--- src/rtl/lpd_defs.vh ---
// constants for the link quality, power control and disassociation element codec
`ifndef LPD_DEFS_VH
`define LPD_DEFS_VH
`define LPD_ID_LQ          8'h01
`define LPD_ID_PC          8'h02
`define LPD_ID_DA          8'h03
`define LPD_LQ_LEN         8'h03
`define LPD_PC_ENTRY_LEN   8'h03
`define LPD_DA_ENTRY_LEN   8'h03
`define LPD_PWR_MAX_CODE   8'h63
`define LPD_BCAST_ADDR     16'hFFFF
`define LPD_UNASSOC_ADDR   16'h0000
`define LPD_MCAST_BIT      15
`define LPD_PWR_RESET      8'h00
`define LPD_REASON_NORES   8'h00
`define LPD_REASON_COEX    8'h02
`define LPD_REG_CTRL       4'h0
`define LPD_REG_STATUS     4'h1
`define LPD_REG_MASK       4'h2
`define LPD_REG_OWNADDR    4'h3
`define LPD_REG_MCAST      4'h4
`define LPD_REG_PWR        4'h5
`define LPD_REG_NEWPWR     4'h6
`define LPD_REG_LQ         4'h7
`define LPD_REG_REASON     4'h8
`define LPD_REG_TXLQ       4'h9
`define LPD_REG_TXPC       4'hA
`define LPD_REG_TXDA       4'hB
`define LPD_ST_PWR         0
`define LPD_ST_NEWPWR      1
`define LPD_ST_LQ          2
`define LPD_ST_DISASSOC    3
`define LPD_ST_BADLEN      4
`define LPD_ST_TXDONE      5
`define LPD_ST_W           6
`endif

--- src/rtl/lpd_codec.v ---
// element codec: parses and builds quality, power and disassociation elements
`timescale 1ns/1ps
`default_nettype none
`include "lpd_defs.vh"
// How it works
// - quality element: length 3, estimate, address
// - quality address names measured signal source
// - power element: count, entries, length 1+3N
// - power entry: 16-bit address, 8-bit code
// - addressed device stores and uses power
// - broadcast entry updates every device
// - multicast entry updates group members
// - unassociated entry kept for later association
// - power code is mW minus one, 0-99
// - disassociation entries: address, reason; length 3N
// - named device releases slots, ends connections
// - reason code informative; 0,2 defined
module lpd_codec
(
  input  wire        core_clk,
  input  wire        rst,
  // register port
  input  wire [3:0]  reg_addr,
  input  wire [15:0] reg_wdata,
  input  wire        reg_wr,
  input  wire        reg_rd,
  output reg  [15:0] reg_rdata,
  output wire        irq,
  // received element byte stream
  input  wire        rx_valid,
  input  wire [7:0]  rx_data,
  input  wire        rx_start,
  // transmitted element byte stream
  output reg         tx_valid,
  output reg  [7:0]  tx_data,
  output reg         tx_last,
  input  wire        tx_ready,
  // effects on the rest of the mac
  output reg  [7:0]  tx_power_code,
  output reg         release_slots,
  output reg         end_connections
);

  // ********************************************
  // parser state
  // ********************************************
  localparam [5:0] P_IDLE = 6'h01;
  localparam [5:0] P_LEN  = 6'h02;
  localparam [5:0] P_CNT  = 6'h04;
  localparam [5:0] P_BODY = 6'h08;
  localparam [5:0] P_SKIP = 6'h10;
  localparam [5:0] P_ID   = 6'h20;
  reg [5:0]  pst_q;
  reg [7:0]  id_q;
  reg [7:0]  len_q;
  reg [7:0]  left_q;
  reg [1:0]  pos_q;
  reg [7:0]  addr_q;
  reg [7:0]  b0_q;
  reg [15:0] own_addr_q;
  reg [15:0] mcast_q;
  reg [7:0]  new_pwr_q;
  reg [7:0]  lq_q;
  reg [15:0] lq_src_q;
  reg [7:0]  reason_q;
  reg [`LPD_ST_W-1:0] status_q;
  reg [`LPD_ST_W-1:0] mask_q;
  reg [`LPD_ST_W-1:0] ev_q;
  reg [15:0] txlq_q;
  reg [15:0] txpc_q;
  reg [15:0] txda_q;
  reg [7:0]  txlqv_q;
  reg [7:0]  txpcv_q;
  reg        rel_pend;

  wire [7:0] len_pc = `LPD_PC_ENTRY_LEN * rx_data + 8'h01;
  // addresses arrive low byte first, so the second body byte is the high byte
  wire [15:0] ent_addr2 = {b0_q, addr_q};
  wire        is_pc = (id_q == `LPD_ID_PC);
  wire        is_da = (id_q == `LPD_ID_DA);
  wire        is_lq = (id_q == `LPD_ID_LQ);
  wire        bcast = (ent_addr2 == `LPD_BCAST_ADDR);
  wire        unas  = (ent_addr2 == `LPD_UNASSOC_ADDR);
  wire        mcast = ent_addr2[`LPD_MCAST_BIT] && !bcast && (ent_addr2 == mcast_q);
  wire        mine  = (ent_addr2 == own_addr_q);
  wire        code_ok = (rx_data <= `LPD_PWR_MAX_CODE);

  // ********************************************
  // receive parser and effects
  // ********************************************
  always @(posedge core_clk)
  begin
    if (rst)
    begin
      pst_q           <= P_IDLE;
      id_q            <= 8'h00;
      len_q           <= 8'h00;
      left_q          <= 8'h00;
      pos_q           <= 2'h0;
      addr_q          <= 8'h00;
      b0_q            <= 8'h00;
      new_pwr_q       <= `LPD_PWR_RESET;
      tx_power_code   <= `LPD_PWR_RESET;
      lq_q            <= 8'h00;
      lq_src_q        <= 16'h0000;
      reason_q        <= 8'h00;
      release_slots   <= 1'b0;
      end_connections <= 1'b0;
      rel_pend        <= 1'b0;
      ev_q            <= {`LPD_ST_W{1'b0}};
    end
    else
    begin
      ev_q            <= {`LPD_ST_W{1'b0}};
      release_slots   <= 1'b0;
      end_connections <= 1'b0;
      if (rx_start)
        pst_q <= P_ID;
      else if (rx_valid)
      begin
        case (pst_q)
          P_ID:
          begin
            id_q  <= rx_data;
            pst_q <= P_LEN;
          end
          P_LEN:
          begin
            len_q    <= rx_data;
            left_q   <= rx_data;
            pos_q    <= 2'h0;
            rel_pend <= 1'b0;
            if (rx_data == 8'h00)
              pst_q <= P_ID;
            else if ((is_lq && rx_data != `LPD_LQ_LEN) ||
                     (is_da && (rx_data % `LPD_DA_ENTRY_LEN) != 8'h00))
            begin
              ev_q[`LPD_ST_BADLEN] <= 1'b1;
              pst_q <= P_SKIP;
            end
            else if (is_pc)
              pst_q <= P_CNT;
            else if (is_lq || is_da)
              pst_q <= P_BODY;
            else
              pst_q <= P_SKIP; // unknown id
          end
          P_CNT:
          begin
            left_q <= left_q - 8'h01;
            ev_q[`LPD_ST_BADLEN] <= (len_q != len_pc);
            pst_q  <= (left_q == 8'h01) ? P_ID : ((len_q != len_pc) ? P_SKIP : P_BODY);
          end
          P_BODY:
          begin
            left_q <= left_q - 8'h01;
            pos_q  <= (pos_q == 2'h2) ? 2'h0 : pos_q + 2'h1;
            if (pos_q == 2'h0)
              addr_q <= rx_data;
            if (pos_q == 2'h1)
              b0_q <= rx_data;
            if (pos_q == 2'h2)
            begin
              if (is_lq) // estimate first, then the signal source address
              begin
                lq_q     <= addr_q;
                lq_src_q <= {rx_data, b0_q};
                ev_q[`LPD_ST_LQ] <= 1'b1;
              end
              if (is_pc && code_ok)
              begin
                if (mine || bcast || mcast)
                begin
                  tx_power_code <= rx_data;
                  ev_q[`LPD_ST_PWR] <= 1'b1;
                end
                if (unas)
                begin
                  new_pwr_q <= rx_data;
                  ev_q[`LPD_ST_NEWPWR] <= 1'b1;
                end
              end
              if (is_da && mine)
              begin
                reason_q <= rx_data; // stored for software only
                rel_pend <= 1'b1;
              end
            end
            if (left_q == 8'h01)
            begin
              pst_q <= P_ID;
              if (is_da && (rel_pend || (pos_q == 2'h2 && mine)))
              begin
                release_slots   <= 1'b1;
                end_connections <= 1'b1;
                ev_q[`LPD_ST_DISASSOC] <= 1'b1;
              end
            end
          end
          P_SKIP:
          begin
            left_q <= left_q - 8'h01;
            if (left_q == 8'h01)
              pst_q <= P_ID;
          end
          default: pst_q <= P_IDLE;
        endcase
      end
    end
  end

  // ********************************************
  // element builder
  // ********************************************
  localparam [3:0] T_IDLE = 4'h1;
  localparam [3:0] T_LQ   = 4'h2;
  localparam [3:0] T_PC   = 4'h4;
  localparam [3:0] T_DA   = 4'h8;
  reg [3:0] tst_q;
  reg [2:0] tix_q;
  reg       txdone;
  reg [7:0] tbyte;
  reg       tlast;

  // one-entry elements only, which keeps the builder a fixed sequence
  always @*
  begin
    tbyte = 8'h00;
    tlast = (tst_q == T_PC) ? (tix_q == 3'h5) : (tix_q == 3'h4); // power element is one byte longer
    case (tst_q)
      T_LQ:
        case (tix_q)
          3'h0: tbyte = `LPD_ID_LQ;
          3'h1: tbyte = `LPD_LQ_LEN;
          3'h2: tbyte = txlqv_q;
          3'h3: tbyte = txlq_q[7:0];
          default: tbyte = txlq_q[15:8];
        endcase
      T_PC:
        case (tix_q)
          3'h0: tbyte = `LPD_ID_PC;
          3'h1: tbyte = `LPD_PC_ENTRY_LEN + 8'h01;
          3'h2: tbyte = 8'h01;
          3'h3: tbyte = txpc_q[7:0];
          3'h4: tbyte = txpc_q[15:8];
          default: tbyte = (txpcv_q > `LPD_PWR_MAX_CODE) ? `LPD_PWR_MAX_CODE : txpcv_q;
        endcase
      T_DA:
        case (tix_q)
          3'h0: tbyte = `LPD_ID_DA;
          3'h1: tbyte = `LPD_DA_ENTRY_LEN;
          3'h2: tbyte = txda_q[7:0];
          3'h3: tbyte = txda_q[15:8];
          default: tbyte = txlqv_q; // reason code shares the low control byte
        endcase
      default: tbyte = 8'h00;
    endcase
  end

  always @(posedge core_clk)
  begin
    if (rst)
    begin
      tst_q    <= T_IDLE;
      tix_q    <= 3'h0;
      tx_valid <= 1'b0;
      tx_data  <= 8'h00;
      tx_last  <= 1'b0;
      txdone   <= 1'b0;
    end
    else
    begin
      txdone <= 1'b0;
      if (tx_valid && !tx_ready)
        tst_q <= tst_q; // hold the byte until the sink takes it
      else if (tst_q == T_IDLE)
      begin
        tx_valid <= 1'b0;
        tx_last  <= 1'b0;
        tix_q    <= 3'h0;
        if (reg_wr && reg_addr == `LPD_REG_TXLQ)
          tst_q <= T_LQ;
        else if (reg_wr && reg_addr == `LPD_REG_TXPC)
          tst_q <= T_PC;
        else if (reg_wr && reg_addr == `LPD_REG_TXDA)
          tst_q <= T_DA;
      end
      else
      begin
        tx_valid <= 1'b1;
        tx_data  <= tbyte;
        tx_last  <= tlast;
        tix_q    <= tix_q + 3'h1;
        if (tlast)
        begin
          tst_q  <= T_IDLE;
          txdone <= 1'b1;
        end
      end
    end
  end

  // ********************************************
  // registers and interrupt
  // ********************************************
  always @(posedge core_clk)
  begin
    if (rst)
    begin
      status_q   <= {`LPD_ST_W{1'b0}};
      mask_q     <= {`LPD_ST_W{1'b0}};
      own_addr_q <= 16'h0000;
      mcast_q    <= 16'h0000;
      txlq_q     <= 16'h0000;
      txpc_q     <= 16'h0000;
      txda_q     <= 16'h0000;
      txlqv_q    <= 8'h00;
      txpcv_q    <= 8'h00;
      reg_rdata  <= 16'h0000;
    end
    else
    begin
      // set wins over a same-cycle write-one clear
      status_q <= (status_q & ~((reg_wr && reg_addr == `LPD_REG_STATUS) ? reg_wdata[`LPD_ST_W-1:0]
                  : {`LPD_ST_W{1'b0}})) | ev_q | {txdone, {`LPD_ST_TXDONE{1'b0}}};
      if (reg_wr)
        case (reg_addr)
          `LPD_REG_MASK:    mask_q     <= reg_wdata[`LPD_ST_W-1:0];
          `LPD_REG_OWNADDR: own_addr_q <= reg_wdata;
          `LPD_REG_MCAST:   mcast_q    <= reg_wdata;
          `LPD_REG_TXLQ:    txlq_q     <= reg_wdata;
          `LPD_REG_TXPC:    txpc_q     <= reg_wdata;
          `LPD_REG_TXDA:    txda_q     <= reg_wdata;
          `LPD_REG_CTRL:
          begin
            txlqv_q <= reg_wdata[7:0];
            txpcv_q <= reg_wdata[15:8];
          end
          default: mask_q <= mask_q;
        endcase
      reg_rdata <= 16'h0000;
      if (reg_rd)
        case (reg_addr)
          `LPD_REG_CTRL:    reg_rdata <= {txpcv_q, txlqv_q};
          `LPD_REG_STATUS:  reg_rdata <= {{(16-`LPD_ST_W){1'b0}}, status_q};
          `LPD_REG_MASK:    reg_rdata <= {{(16-`LPD_ST_W){1'b0}}, mask_q};
          `LPD_REG_OWNADDR: reg_rdata <= own_addr_q;
          `LPD_REG_MCAST:   reg_rdata <= mcast_q;
          `LPD_REG_PWR:     reg_rdata <= {8'h00, tx_power_code};
          `LPD_REG_NEWPWR:  reg_rdata <= {8'h00, new_pwr_q};
          `LPD_REG_LQ:      reg_rdata <= {8'h00, lq_q};
          `LPD_REG_REASON:  reg_rdata <= {8'h00, reason_q};
          `LPD_REG_TXLQ:    reg_rdata <= lq_src_q;
          default:          reg_rdata <= 16'h0000;
        endcase
    end
  end

  assign irq = |(status_q & mask_q);

endmodule
`default_nettype wire

--- config.mk ---
export PLATFORM = sky130hd
export DESIGN_NAME = lpd_codec
export DESIGN_NICKNAME = d
export VERILOG_FILES = /design/src/rtl/lpd_codec.v
export VERILOG_INCLUDE_DIRS = /design/src /design/src/rtl
export SDC_FILE = /design/constraint.sdc
export NUM_CORES = 1
export LEC_CHECK = 0
export BUFFER_PORTS_ARGS = -buffer_cell sky130_fd_sc_hd__buf_2
export CAP_MARGIN = 25
export CORE_MARGIN = 2
export CORE_UTILIZATION = 49
export DETAILED_ROUTE_END_ITERATION = 6
export PLACE_DENSITY = 0.66
export SLEW_MARGIN = 20
export SYNTH_ARGS = -nofsm -noshare
export SYNTH_HDL_FRONTEND = slang
export SYNTH_SLANG_ARGS = --single-unit
--- constraint.sdc ---
create_clock -name core_clk -period 11.95 [get_ports core_clk]
set_clock_uncertainty 0.2 [all_clocks]
set_input_delay 2.39 -clock core_clk [delete_from_list [all_inputs] [get_ports core_clk]]
set_output_delay 2.39 -clock core_clk [all_outputs]
set_load 0.01 [all_outputs]
==> results by group <==
Pwr
  • Power Density: 134.6 nW/um^2
  • Combinational power share: 0.117
  • Int Pwr: 1380 uW
  • Clock group share of total power: 0.442
  • Seq pwr share: 0.441
  • Switching Fraction: 0.2672
  • Switching power: 503.3 uW
  • Peak supply drop: 114.1 uV
  • Static leakage: roughly 0.0050 uW

STA
  • Total Neg Setup Slack: 0 ns
  • RSZ-0062 raised after global routing: no
  • Fmax: 114.1 MHz
  • Worst setup margin: 3.187 ns
  • Final period util: 0.7333
  • Tmin final: 8.763 ns
  • Final setup viols: 0
  • Final Hold Viols: 0
  • Slew HR: 0.3558
  • Final Max Tran Viols: 0
  • Worst-margin pin slew: 0.9663 ns

Route
  • Total number of vias: approximately 12k
  • Antenna-violating nets left: 0
  • DR iter-0 viols: 1,582
  • DR vias/cell: just over 6
  • Routed WL per cell: 21.10 microns
  • DRC: 2
  • Total Routed Length: 42.25 mm
  • DR pass1 iterations: 7

Setup path
  • WP buf/inv: 3
  • CP Max Fanout: 22
  • WP data arrival: 9.00 ns
  • Crit end category: flip-flop
  • CP delay by family, top: simple AND/OR/NAND/NOR gates
  • Critical path required time: about 12 ns
  • Worst setup path class: in2reg
  • Crit start category: input pin
  • CP cell instances: buf_2 -> inv_1 -> ha_1 -> or3b_1 -> a211oi_4 -> mux2i_1 -> o22a_1 -> xnor2_1 -> o211ai_1 -> ha_1 -> or4_2 -> a31oi_1 -> xnor2_1 -> inv_1 -> ha_1 -> nand2_1 -> and3_1 -> nor4_1 -> o211ai_1 -> nand4bb_1 -> a21o_1
  • Most common cell on crit path: ha_1
  • Slowest CP cell: or4_2
  • Max stage delay on crit path: 0.74 ns

Die
  • Io pins: 72
  • Starting Density: 0.5015
  • # rows: 58
  • Die width: 164.8 microns
  • Core Region: about 25,000 sq um
  • Die Y: 164.8 microns
  • Die Area: approximately 27,000 sq um

GRT
  • Total grt overflow: 0
  • Vias in the first global route: roughly 11k
  • Largest net degree at the start of global routing: between 80 and 90
  • All-Layer GR Usage: 0.3084
  • Initial antenna violation count: 0
  • First-pass GRT wire length: 65.33 mm

Clocking
  • PostCTS Resize Cnt: 0
  • CTS tree: built
  • Clock Path Buffers: 3
  • Postcts setup bufs: 0
  • Hold_buf cts: 0
  • CTS Buf Count: 27
  • Clk_lat worst skew: 0.56 ns
  • Clock Sinks: approximately 240
  • CTS root buffer: clkbuf_16
  • Reg clk slew, reported paths: 0.06 ns
  • H-tree levels: 1

Logic synthesis
  • YS warnings: 0
  • Post-synth EDFFs: 0
  • Syn Area/Cell: between 7 and 8 sq um
  • FF+latch count, synth: 244
  • Post-Synthesis Cells: approximately 1.7k
  • Synth area leader: dfxtp_1
  • Synth top area cells: dfxtp_1, nand2_1, a21oi_1
  • Primary FF master, synth: dfxtp_1
  • Area share of the largest cell type after synthesis: 0.3857
  • Cell Area, Synth: 12,660 sq um
  • Syn nets: between 1.5k and 2k
  • Post-synth ARST share: 0
  • Seq/Total Area, Yosys: 0.3857
  • Post-synthesis cell type count: roughly 90

Outcome
  • Failing checks: DRC
  • Outcome: finished with violations

Placement
  • PortBufs: 71
  • Dpl cell area: 13,110 sq um
  • Final HPWL DP: 29.92 mm
  • GPL Wtd Cong: 0.9705
  • Worst slack at placement: 2.752 ns
  • Post-Place Cells: 1,953

Hold path
  • Worst min path class: reg2reg

Final layout
  • NumNets Final: roughly 1.7k
  • Final Cell Area: between 10,000 and 15,000 sq um
  • Most frequent cells in the layout: nand2_1, dfxtp_1, a21oi_1
  • Fin cells: 2,003
  • Filler cells: 2,464
  • Area growth syn-to-layout: 10.54%
  • Layout cells sized above 1: 0.1005
  • Commonest non-fill, non-tap cell in the layout: nand2_1

Run
  • Max_cap viols: 0
==> stage by stage <==
stage	hold slack, ns	utilization	total power [uW]
2_1_floorplan	0.2130	-	1004
3_3_place_gp	0.2173	0.5179	1063
3_5_place_dp	0.2383	0.5191	1065
4_1_cts	0.2523	0.5543	1890
5_1_grt	0.2652	0.5543	1947
6_report	0.2506	0.5544	1884
==> worst paths after layout <==
check,start,to,slack (ns),depth (start not counted)
max reg2reg,tix_q[2],tx_data[0],8.46,10
min reg2reg,lq_q[2],lq_q[2],0.25,2
max,rx_data[3],pst_q[4],3.19,21
min,lq_q[2],lq_q[2],0.25,2
==> final cells by class <==
class	instances	area (sq um)	share of cell area
Antenna cell	1	2.502	0.0001787
Clock buffer	35	745.7	0.05327
Clock inverter	14	141.4	0.01010
Inverter	26	97.59	0.006971
Multi-Input combinational cell	1261	7196	0.5140
Sequential cell	244	4885	0.3489
Tap cell	330	412.9	0.02949
Timing Repair Buffer	92	519.2	0.03709
==> power groups by stage <==
stage	Combinational, uW	Sequential (uW)	Clock, uW
finish	221	831	832
global route	240	832	875
CTS	218	831	842
detailed placement	216	849	0
global placement	215	848	0
floorplan	155	848	0
==> state kept, by name, indices dropped and copies added, names as in the netlist, 16 cells and up <==
register	count
reg_rdata	16
txda_q	16
own_addr_q	16
txlq_q	16
txpc_q	16
mcast_q	16
lq_src_q	16
==> per-layer routing <==
| layer | wire, microns | track usage | vias to the layer above | share of wire |
|---|---|---|---|---|
| met5 | 0 | 0 | - | 0 |
| met2 | 18410 | 0.4753 | 592 | 0.44 |
| met1 | 18160 | 0.4302 | 5932 | 0.43 |
| met3 | 3876 | 0.05550 | 116 | 0.092 |
| met4 | 1807 | 0.1166 | 0 | 0.043 |
| li1 | - | - | 5850 | - |
==> logic make-up (layout without fill, tap and decap cells) <==
group                    after synthesis  after routing  synth area share
other                                  0              1                 0
adder cells (fa/ha/maj)               31             31           0.03122
multiplexers                          36             36           0.03122
AND/OR/NAND/NOR                      725            725            0.2553
flip-flops                           244            244            0.3857
XOR/XNOR                              51             51           0.03527
AO/OA/AOI/OAI                        418            418            0.2143
buffers and inverters                149            167           0.04703
==> cell usage after synthesis, drive strengths merged (26+ instances only) <==
library cell and n:
nand3 42, a21oi 223, nor3 41, dfxtp 244
nand2 327, nor2 192, o21ai 32, ha 30
clkbuf 111, mux2i 26, xnor2 35
==> worst reg2reg max path, stage by stage (launching register included) <==
cell and delay, ns:
dfxtp_1 0.65, inv_1 0.10, ha_1 0.21, buf_4 0.23
nor2_1 0.22, buf_4 0.26, nand2_1 0.10, nor3_1 0.60
a221oi_1 0.24, nor3_1 0.43, nor3_1 0.10
Note: power is estimated with default switching activity, not from simulation.
